`src/pkg/rmo_pkg.sv`:
```
// ==========================================================================
// constants and carriers for the reference monitor output selector
package rmo_pkg;

   // ==========================================================================
   // select field
   localparam int SEL_W = 5;
   localparam int SEL_MSB = 4;
   localparam int CODE_W = 4;

   // select codes, low four bits; the top bit mirrors level codes inverted
   localparam logic [3:0] CODE_GROUND = 4'h0;
   localparam logic [3:0] CODE_FIRST_CLK = 4'h1;
   localparam logic [3:0] CODE_SECOND_CLK = 4'h2;
   localparam logic [3:0] CODE_SEL_CLK = 4'h3;
   localparam logic [3:0] CODE_UNSEL_CLK = 4'h4;
   localparam logic [3:0] CODE_SEL_VALID = 4'h5;
   localparam logic [3:0] CODE_UNSEL_VALID = 4'h6;
   localparam logic [3:0] CODE_FIRST_VALID = 4'h7;
   localparam logic [3:0] CODE_SECOND_VALID = 4'h8;
   localparam logic [3:0] CODE_BOTH_VALID = 4'h9;
   localparam logic [3:0] CODE_LOCK_ALL = 4'hA;
   localparam logic [3:0] CODE_OSC_VALID = 4'hB;
   localparam logic [3:0] CODE_ACTIVE_REF = 4'hC;
   localparam logic [3:0] CODE_LOCK_LOW = 4'hD;
   localparam logic [3:0] CODE_HOLDOVER = 4'hE;
   localparam logic [3:0] CODE_LD_COMPARE = 4'hF;

   // first code of the level class; all codes below it are dynamic
   localparam logic [3:0] CODE_FIRST_LEVEL = CODE_SEL_VALID;

   // ==========================================================================
   // reset values and timing
   localparam logic OUT_RST = 1'b0;
   localparam logic CLASS_RST = 1'b0;
   localparam int SYNC_STAGES_DEF = 2;

   // ==========================================================================
   // carriers
   // pins from outside the clock domain
   typedef struct packed {
      logic firstReferenceInput;
      logic secondReferenceInput;
      logic diffReference;
      logic lockDetectPin;
   } rmo_pins_t;

   localparam int PINS_W = $bits(rmo_pins_t);

   // loop status from logic on the same clock
   typedef struct packed {
      logic firstRefValid;
      logic secondRefValid;
      logic diffRefValid;
      logic oscValid;
      logic digitalLockIndication;
      logic holdoverActive;
      logic activeIsSecond;
   } rmo_status_t;

endpackage
```
`src/logic/rmo_monitor_select.sv`:
```
`timescale 1ns/1ps
module rmo_monitor_select #(
   parameter int SYNC_STAGES = rmo_pkg::SYNC_STAGES_DEF
) (
   // clock and reset
   input wire logic clock,
   input wire logic srst,
   input wire logic clkEn,
   // configuration
   input wire logic [rmo_pkg::SEL_W-1:0] monitorSelect,
   input wire logic differentialMode,
   // asynchronous pins
   input wire rmo_pkg::rmo_pins_t pinsIn,
   // loop status, same clock
   input wire rmo_pkg::rmo_status_t statusIn,
   // monitor pin and source class flag
   output logic referenceMonitorOutput,
   output logic levelSource
);

   // ==========================================================================
   // elaboration check
   generate
      if (SYNC_STAGES < 2) begin : gBadSync
         $error("SYNC_STAGES must be at least 2");
      end
   endgenerate

   // ==========================================================================
   // declarations
   logic [SYNC_STAGES-1:0][rmo_pkg::PINS_W-1:0] syncQ;
   rmo_pkg::rmo_pins_t pinsSync;
   logic [rmo_pkg::CODE_W-1:0] code;
   logic mirror;
   logic selRef;
   logic unselRef;
   logic selValid;
   logic unselValid;
   logic levelRaw;
   logic dynValue;
   logic unavailable;
   logic isLevel;
   logic outD;
   logic outQ;
   logic levelQ;
   logic stepQ;

   // ==========================================================================
   // pin synchronisers
   always_ff @(posedge clock) begin
      if (srst) begin
         syncQ <= '0;
      end else if (clkEn) begin
         syncQ <= {syncQ[SYNC_STAGES-2:0], pinsIn};
      end
   end

   assign pinsSync = rmo_pkg::rmo_pins_t'(syncQ[SYNC_STAGES-1]);

   // ==========================================================================
   // select decode
   assign code = monitorSelect[rmo_pkg::CODE_W-1:0];
   assign mirror = monitorSelect[rmo_pkg::SEL_MSB];
   assign isLevel = (code >= rmo_pkg::CODE_FIRST_LEVEL);

   // loop reference, differential clock when in differential mode
   assign selRef = differentialMode ? pinsSync.diffReference :
      (statusIn.activeIsSecond ? pinsSync.secondReferenceInput
                               : pinsSync.firstReferenceInput);
   assign unselRef = !differentialMode &&
      (statusIn.activeIsSecond ? pinsSync.firstReferenceInput
                               : pinsSync.secondReferenceInput);
   assign selValid = differentialMode ? statusIn.diffRefValid :
      (statusIn.activeIsSecond ? statusIn.secondRefValid
                               : statusIn.firstRefValid);
   assign unselValid = statusIn.activeIsSecond ? statusIn.firstRefValid
                                               : statusIn.secondRefValid;

   // codes with no meaning in differential mode hold the pin low
   always_comb begin
      unavailable = 1'b0;
      case (code)
         rmo_pkg::CODE_SECOND_CLK: unavailable = differentialMode;
         rmo_pkg::CODE_UNSEL_CLK: unavailable = differentialMode;
         rmo_pkg::CODE_UNSEL_VALID: unavailable = differentialMode;
         default: unavailable = 1'b0;
      endcase
   end

   // dynamic sources
   always_comb begin
      dynValue = 1'b0;
      case (code)
         rmo_pkg::CODE_GROUND: dynValue = 1'b0;
         rmo_pkg::CODE_FIRST_CLK: begin
            dynValue = differentialMode ? pinsSync.diffReference
                                        : pinsSync.firstReferenceInput;
         end
         rmo_pkg::CODE_SECOND_CLK: dynValue = pinsSync.secondReferenceInput;
         rmo_pkg::CODE_SEL_CLK: dynValue = selRef;
         rmo_pkg::CODE_UNSEL_CLK: dynValue = unselRef;
         default: dynValue = 1'b0;
      endcase
   end

   // level sources in their active-high form
   always_comb begin
      levelRaw = 1'b0;
      case (code)
         rmo_pkg::CODE_SEL_VALID: levelRaw = selValid;
         rmo_pkg::CODE_UNSEL_VALID: levelRaw = unselValid;
         rmo_pkg::CODE_FIRST_VALID: levelRaw = statusIn.firstRefValid;
         rmo_pkg::CODE_SECOND_VALID: levelRaw = statusIn.secondRefValid;
         rmo_pkg::CODE_BOTH_VALID: begin
            levelRaw = statusIn.firstRefValid && statusIn.secondRefValid;
         end
         rmo_pkg::CODE_LOCK_ALL: begin
            levelRaw = statusIn.digitalLockIndication && selValid &&
               statusIn.oscValid;
         end
         rmo_pkg::CODE_OSC_VALID: levelRaw = statusIn.oscValid;
         rmo_pkg::CODE_ACTIVE_REF: levelRaw = statusIn.activeIsSecond;
         rmo_pkg::CODE_LOCK_LOW: levelRaw = !statusIn.digitalLockIndication;
         rmo_pkg::CODE_HOLDOVER: levelRaw = statusIn.holdoverActive;
         rmo_pkg::CODE_LD_COMPARE: levelRaw = pinsSync.lockDetectPin;
         default: levelRaw = 1'b0;
      endcase
   end

   // the top bit inverts only level sources; clocks pass unchanged
   always_comb begin
      if (unavailable) begin
         outD = 1'b0;
      end else if (isLevel) begin
         outD = levelRaw ^ mirror;
      end else begin
         outD = dynValue;
      end
   end

   // ==========================================================================
   // output registers
   always_ff @(posedge clock) begin
      if (srst) begin
         outQ <= rmo_pkg::OUT_RST;
      end else if (clkEn) begin
         outQ <= outD;
      end
   end

   always_ff @(posedge clock) begin
      if (srst) begin
         levelQ <= rmo_pkg::CLASS_RST;
      end else if (clkEn) begin
         levelQ <= isLevel;
      end
   end

   assign referenceMonitorOutput = outQ;
   assign levelSource = levelQ;

   // ==========================================================================
   // checks
   // marks a cycle whose output was loaded on the previous edge
   always_ff @(posedge clock) begin
      if (srst) begin
         stepQ <= 1'b0;
      end else begin
         stepQ <= clkEn;
      end
   end

   ground_low_a: assert property (
      @(posedge clock) disable iff (srst)
      (clkEn && monitorSelect[3:0] == 4'h0)[*3] |=> !referenceMonitorOutput
   ) else $error("ground code did not hold the pin low");

   class_flag_a: assert property (
      @(posedge clock) disable iff (srst)
      stepQ |-> levelSource == ($past(monitorSelect[3:0]) >= 4'h5)
   ) else $error("source class flag disagrees with select code");

   first_clock_a: assert property (
      @(posedge clock) disable iff (srst)
      stepQ && $past(monitorSelect[3:0]) == 4'h1 |->
         referenceMonitorOutput == ($past(differentialMode) ?
         $past(pinsSync.diffReference) : $past(pinsSync.firstReferenceInput))
   ) else $error("first clock code routed the wrong clock");

   second_clock_a: assert property (
      @(posedge clock) disable iff (srst)
      stepQ && $past(monitorSelect[3:0]) == 4'h2 |->
         referenceMonitorOutput == (!$past(differentialMode) &&
         $past(pinsSync.secondReferenceInput))
   ) else $error("second clock code routed the wrong clock");

   selected_ref_a: assert property (
      @(posedge clock) disable iff (srst)
      stepQ && $past(monitorSelect[3:0]) == 4'h3 && !$past(differentialMode) |->
         referenceMonitorOutput == ($past(statusIn.activeIsSecond) ?
         $past(pinsSync.secondReferenceInput) : $past(pinsSync.firstReferenceInput))
   ) else $error("selected reference code routed the wrong clock");

   unselected_ref_a: assert property (
      @(posedge clock) disable iff (srst)
      stepQ && $past(monitorSelect[3:0]) == 4'h4 |->
         referenceMonitorOutput == (!$past(differentialMode) &&
         ($past(statusIn.activeIsSecond) ? $past(pinsSync.firstReferenceInput)
                                        : $past(pinsSync.secondReferenceInput)))
   ) else $error("unselected reference code routed the wrong clock");

   sel_valid_a: assert property (
      @(posedge clock) disable iff (srst)
      stepQ && $past(monitorSelect) == 5'h05 && $past(differentialMode) |->
         referenceMonitorOutput == $past(statusIn.diffRefValid)
   ) else $error("active reference status wrong in differential mode");

   unsel_valid_a: assert property (
      @(posedge clock) disable iff (srst)
      stepQ && $past(monitorSelect) == 5'h06 |->
         referenceMonitorOutput == (!$past(differentialMode) &&
         ($past(statusIn.activeIsSecond) ? $past(statusIn.firstRefValid)
                                        : $past(statusIn.secondRefValid)))
   ) else $error("inactive reference status wrong");

   first_valid_a: assert property (
      @(posedge clock) disable iff (srst)
      stepQ && $past(monitorSelect) == 5'h07 |->
         referenceMonitorOutput == $past(statusIn.firstRefValid)
   ) else $error("first reference status wrong");

   second_valid_a: assert property (
      @(posedge clock) disable iff (srst)
      stepQ && $past(monitorSelect) == 5'h08 |->
         referenceMonitorOutput == $past(statusIn.secondRefValid)
   ) else $error("second reference status wrong");

   both_valid_a: assert property (
      @(posedge clock) disable iff (srst)
      stepQ && $past(monitorSelect) == 5'h09 |->
         referenceMonitorOutput == ($past(statusIn.firstRefValid) &&
         $past(statusIn.secondRefValid))
   ) else $error("both-valid output wrong");

   lock_triple_a: assert property (
      @(posedge clock) disable iff (srst)
      stepQ && $past(monitorSelect) == 5'h0A && !$past(differentialMode) |->
         referenceMonitorOutput == ($past(statusIn.digitalLockIndication) &&
         $past(statusIn.oscValid) && ($past(statusIn.activeIsSecond) ?
         $past(statusIn.secondRefValid) : $past(statusIn.firstRefValid)))
   ) else $error("combined lock output wrong");

   osc_valid_a: assert property (
      @(posedge clock) disable iff (srst)
      stepQ && $past(monitorSelect) == 5'h0B |->
         referenceMonitorOutput == $past(statusIn.oscValid)
   ) else $error("oscillator status wrong");

   active_ref_a: assert property (
      @(posedge clock) disable iff (srst)
      stepQ && $past(monitorSelect) == 5'h0C |->
         referenceMonitorOutput == $past(statusIn.activeIsSecond)
   ) else $error("active reference level wrong");

   lock_low_a: assert property (
      @(posedge clock) disable iff (srst)
      stepQ && $past(monitorSelect) == 5'h0D |->
         referenceMonitorOutput == !$past(statusIn.digitalLockIndication)
   ) else $error("lock indication level wrong");

   holdover_a: assert property (
      @(posedge clock) disable iff (srst)
      stepQ && $past(monitorSelect) == 5'h0E |->
         referenceMonitorOutput == $past(statusIn.holdoverActive)
   ) else $error("holdover level wrong");

   comparator_a: assert property (
      @(posedge clock) disable iff (srst)
      stepQ && $past(monitorSelect) == 5'h0F |->
         referenceMonitorOutput == $past(pinsSync.lockDetectPin)
   ) else $error("comparator level wrong");

   mirror_low_a: assert property (
      @(posedge clock) disable iff (srst)
      stepQ && $past(monitorSelect) == 5'h1C |->
         referenceMonitorOutput == !$past(statusIn.activeIsSecond)
   ) else $error("mirrored active reference level wrong");

   upper_clock_a: assert property (
      @(posedge clock) disable iff (srst)
      stepQ && $past(monitorSelect) == 5'h11 && !$past(differentialMode) |->
         referenceMonitorOutput == $past(pinsSync.firstReferenceInput)
   ) else $error("upper half clock code not routed as lower half");

   sel_clock_diff_a: assert property (
      @(posedge clock) disable iff (srst)
      stepQ && $past(monitorSelect[3:0]) == 4'h3 && $past(differentialMode) |->
         referenceMonitorOutput == $past(pinsSync.diffReference)
   ) else $error("selected reference code not differential clock");

   refused_codes_a: assert property (
      @(posedge clock) disable iff (srst)
      stepQ && $past(differentialMode) && ($past(monitorSelect[3:0]) == 4'h2 ||
         $past(monitorSelect[3:0]) == 4'h4 || $past(monitorSelect[3:0]) == 4'h6) |->
         !referenceMonitorOutput
   ) else $error("unavailable code did not hold the pin low");

   sel_valid_single_a: assert property (
      @(posedge clock) disable iff (srst)
      stepQ && $past(monitorSelect) == 5'h05 && !$past(differentialMode) |->
         referenceMonitorOutput == ($past(statusIn.activeIsSecond) ?
         $past(statusIn.secondRefValid) : $past(statusIn.firstRefValid))
   ) else $error("active reference status wrong");

   lock_triple_diff_a: assert property (
      @(posedge clock) disable iff (srst)
      stepQ && $past(monitorSelect) == 5'h0A && $past(differentialMode) |->
         referenceMonitorOutput == ($past(statusIn.digitalLockIndication) &&
         $past(statusIn.oscValid) && $past(statusIn.diffRefValid))
   ) else $error("combined lock output wrong in differential mode");

   mirror_level_a: assert property (
      @(posedge clock) disable iff (srst)
      stepQ && $past(monitorSelect) == 5'h17 |->
         referenceMonitorOutput == !$past(statusIn.firstRefValid)
   ) else $error("mirrored first reference status wrong");

   reset_low_a: assert property (
      @(posedge clock)
      srst |=> !referenceMonitorOutput && !levelSource
   ) else $error("outputs not low after reset");

   freeze_a: assert property (
      @(posedge clock) disable iff (srst)
      !clkEn |=> $stable(referenceMonitorOutput) && $stable(levelSource)
   ) else $error("output moved while clock enable low");

endmodule

```
`config.mk`:
```
export PLATFORM = sky130hd
export DESIGN_NAME = rmo_monitor_select
export DESIGN_NICKNAME = d
export VERILOG_FILES = /design/src/pkg/rmo_pkg.sv /design/src/logic/rmo_monitor_select.sv
export SDC_FILE = /design/constraint.sdc
export NUM_CORES = 1
export LEC_CHECK = 0
export BUFFER_PORTS_ARGS = -buffer_cell sky130_fd_sc_hd__buf_2
export CORE_MARGIN = 3
export CORE_UTILIZATION = 42
export DETAILED_ROUTE_END_ITERATION = 8
export PLACE_DENSITY = 0.75
export SYNTH_ARGS = -nofsm -noshare
export SYNTH_HDL_FRONTEND = slang
export SYNTH_SLANG_ARGS = --single-unit
```
`constraint.sdc`:
```
create_clock -name clock -period 1.65 [get_ports clock]
set_input_delay 0.0825 -clock clock [delete_from_list [all_inputs] [get_ports clock]]
set_output_delay 0.0825 -clock clock [all_outputs]
set_load 0.05 [all_outputs]
```
# Word level (Yosys, flattened, before mapping)
# Index checks and enable logic that the tools add are counted.
# Widths: inputs -> output; s select.
# word_totals
latchBits	0
mem_bits_rw	0
romBits	0
regBits	10
wordCells	40
output_inout_bits	2
input_bits	20
n_memories	0
# classes
shifts	0
n_bitwise	1
div	0
add_sub_neg	0
magnitude_cmp	1
muxes	12
mul	0
eq_ne	15
reduce_logical	7
# op_table
cell	n
$eq 4x4->1 const B	8
$eq 4x3->1 const B	4
$pmux 1 s11	1
$mux 1	10
$eq 4x2->1 const B	2
$eq 4x1->1 const B	1
$ge 4x3->1 const B	1
$logic_and 1x1->1	4
$pmux 1 s4	1
$reduce_or 3->1	1
$logic_not 1->1	2
$xor 1x1->1	1

# Longest topological paths before layout
# logic_depth
depth_word	8
ltp_mapped	6
depth_no_buf	5

# Worst setup path after synthesis
# OpenSTA, ideal clock, no wires.
# synth_path
path_kind	input -> register
from	input port monitorSelect[0] (netlist bit)
to	register outQ (netlist: referenceMonitorOutput)
setup_slack_ps	61
arrival_ps	1473
path_buffers	1
setup_time_ps	116
cell_stages	6
t_required_ps	1534
cell_sequence	buf_6 o211a_1 a311o_1 o2111a_1 or3_1 a31o_1
# synth_via
elab_chain_cells	5
elab_cells_between_ends	23
classes_between	order compare: 1; eq/ne: 15; mux: 5; bitwise: 1; reduce/logical: 1
# synth_rtl
element	line_no	source
start, declared	rmo_monitor_select.sv:10	input wire logic [rmo_pkg::SEL_W-1:0] monitorSelect,
$eq 4x4->1 (tied with other cells)	rmo_monitor_select.sv:109	case (code)
$pmux 1 s11	rmo_monitor_select.sv:109	
$xor 1x1->1	rmo_monitor_select.sv:135	outD = levelRaw ^ mirror;
$mux 1	rmo_monitor_select.sv:134	end else if (isLevel) begin
$mux 1 *	rmo_monitor_select.sv:132	if (unavailable) begin
end signal, assigned	rmo_monitor_select.sv:145	outQ <= rmo_pkg::OUT_RST;
end signal, assigned	rmo_monitor_select.sv:147	outQ <= outD;
end, declared	rmo_monitor_select.sv:44	logic outQ;
# Mark *: on every way between the ends. The rest lies on a longest branch, timed or not.
# A chain may end at the register's enable or synchronous reset.

# Worst setup path in the final report
# Ends and elaborated chain as after synthesis.

==> reports/qor.txt <==
Highest-delay cell along the critical path: sky130_fd_sc_hd__or3_1
Max-slew violation total from the final report: 0
Layout overhead on the synthesized area: 24.1%
Class of the tightest hold or removal check: in -> reg
Postcts setup bufs: 0
Instance count on the critical path: 6
Worst ir drop on vdd: 0.449 mV
Worst Hold Depth: 3
Period utilisation layout: 0.834
Ports: 22
Critical Path Start Type: input pin
Kind of end point of the critical path: flop
Vias in the first global route: 530
Clock slew at reported path FFs: 60 ps
Worst path cell trace: buf_2, o211a_1, a311o_1, o2111a_1, or3_1, a31o_1
Relative max-transition margin: 0.733
Min Tclk post-route: 1380 ps
Leading cell type in the layout, fill and taps excluded: sky130_fd_sc_hd__buf_2
Tightest Pin Transition: 391 ps
Largest family of logic cells by synthesized area: compound AO/OA/AOI/OAI gates
Die width: 44.0 µm
Proportion of synthesized area in mux cells: 0.198
All-layer global routing usage: 0.154
Gate Count Post-Synth: 72
Post-synthesis compound-gate area fraction: 0.237
Starting utilization of the core area: 0.455
Max-cap violations: 0
Required time reported for the critical path endpoint: 1800 ps
Status: finished clean
Post-synthesis sequential area ratio: 0.330
Wire length per cell: 11.7 µm
Post-synth design cell area: 607 µm²
GP Congestion: 0.776
DRT Wirelength: 1290 µm
Worst flop-to-flop path endpoint: referenceMonitorOutput
Arrival @ worst endpoint: 1530 ps
Number of hold violations in the final report: 0
End-of-flow core utilization: 0.565
Power per unit of standard cell area: 727 nW/µm²
Register bit total from synthesis: 10
Simple-gate share of the synthesized area: 0.167
Y dimension of the die: 44.0 µm
Worst R2R Start: pinsSync[0]
Unrepaired setup endpoints after global routing: no
Adder-cell area share of the yosys netlist: 0
Fmax achieved: 727 MHz
Antenna violations before repair: 0
Global-route wire length before repair: 2260 µm
Drt pass-1 iters: 4
DRC marker count from the first detailed-route iteration: 15
Slowest cell delay on critical path: 350 ps
# clock sinks: 10
Number of buffers inserted during clock tree synthesis: 3
Final setup violation count: 0
Max H-tree Level: 1
Worst path top cell family by delay: compound AO/OA/AOI/OAI gates
CTS tree: built
Overflow left after global routing: 0
Setup TNS Final: 0 ps
Clock Skew: 1.26 ps
Buffer cell driving the clock tree root: sky130_fd_sc_hd__clkbuf_4
Antenna diode count: 0
Count of distinct cell types in the synthesized netlist: 27
Worst reg-to-reg setup slack: 330 ps
Via count: 614
Mean post-synth cell area: 8.43 µm²
Reported leakage power: 0.000365 µW
Highest fanout seen on the critical path: 3
Remaining routing DRC violations: 0
Post-CTS sizing: 0
Total Die Area: 1940 µm²
Fin nets: 117
Core footprint: 1330 µm²
Number of core rows: 13
Layout cells sized above 1: 0.295
Sum of buffers and inverters on the critical path: 1
Vias per cell: 5.58
Setup Crit Path Kind: in -> reg
Later-pin clock latency in the skew report: 260 ps
Xor/xnor cell area share of the yosys netlist: 0
Number of nets in the synthesized netlist: 92
Maximum clock insertion buffer count: 2
R2r worst-path depth: 5
Hpwl dp: 1020 µm
Number of warning messages in the yosys log: 0
PortBufs: 21
DRT antenna net count: 0
Commonest cells after routing, fill and taps aside: sky130_fd_sc_hd__buf_2, sky130_fd_sc_hd__mux2i_1, sky130_fd_sc_hd__nor2_1, sky130_fd_sc_hd__dfxtp_1, sky130_fd_sc_hd__inv_1
Sink of the worst hold path: syncQ[1]
Hold buffer count at cts: 0
Critical hold path startpoint: pinsIn[1]
Pin count of the biggest net entering global routing: 13
-- synth_stat cells, drive strengths merged --
cell type | n | area [µm²]
a31o | 1 | 8.76
a2111oi | 1 | 8.76
a211o | 1 | 8.76
nand2b | 1 | 6.26
and2 | 1 | 7.51
nor2b | 1 | 6.26
clkbuf | 2 | 7.51
inv | 5 | 18.8
o211ai | 2 | 15.0
a311o | 1 | 10.0
a21oi | 1 | 5.00
a31oi | 3 | 18.8
o311a | 1 | 10.0
nor4 | 1 | 6.26
o21ai | 4 | 20.0
a311oi | 1 | 8.76
o211a | 1 | 10.0
o2111a | 1 | 11.3
nand3 | 4 | 20.0
dfxtp | 10 | 200
buf | 2 | 15.0
nand2 | 2 | 7.51
o32ai | 1 | 8.76
nor2 | 11 | 41.3
mux2i | 12 | 120
or3 | 1 | 6.26
-- layout make-up --
cell class,instances,area (µm²)
Multi-Input combinational cell,53,365
Inverter,5,18.8
Fill cell,139,581
Tap cell,15,18.8
Clock buffer,3,22.5
Timing Repair Buffer,24,128
Sequential cell,10,200
-- worst reg2reg max path: cells and delay by family, from the launching register on --
kind / cells / cell delay [ps]
compound gates: 2 / 350
flops: 1 / 310
simple gates: 2 / 450
mux: 1 / 130
-- per-layer routing --
layer | up-vias | part of all wire | routed length, µm | track usage
li1 | 315 | - | - | -
met5 | - | 0 | 0 | 0
met3 | 2 | 0.098 | 126 | 0.0650
met4 | 0 | 0.0062 | 8 | 0.0361
met2 | 28 | 0.45 | 582 | 0.230
met1 | 269 | 0.44 | 570 | 0.207
-- state kept, by name, summed over array words and instances (netlist names) --
name	count
levelSource	1
syncQ	4
referenceMonitorOutput	1
pinsSync	4
-- worst max-delay path by stage --
stage                           startpoint                     end  slack [ps]
after detailed placement  monitorSelect[0]  referenceMonitorOutput           4
after CTS                 monitorSelect[0]  referenceMonitorOutput         280
final                     monitorSelect[0]  referenceMonitorOutput         270
after global placement    monitorSelect[0]  referenceMonitorOutput          30
after floorplan           monitorSelect[0]  referenceMonitorOutput          60
after global routing           statusIn[0]  referenceMonitorOutput         190
-- power by group --
part	internal (µW)	total (µW)	switching (µW)
sequential	255	261	6.49
combinational	56.7	127	70.5
clock	83.9	159	75.5
total	395	548	153
-- logic make-up after synthesis --
logic type             after synthesis
multiplexers                        12
flip-flops                          10
buffers and inverters                9
AND/OR/NAND/NOR                     22
AO/OA/AOI/OAI                       19
-- stage by stage --
step           std cells  setup WS [ps]  hold WS, ps  total power [µW]  area, µm²
6_report             110            274         60.7               548        753
5_1_grt              110            195         75.8               584        753
4_1_cts              110            282         56.6               556        753
3_5_place_dp         107           4.02          332               394        731
3_3_place_gp         107           26.1          320               392        731
2_1_floorplan         72           61.0          230               347        607
No activity file was read; power rests on OpenSTA's default activity.
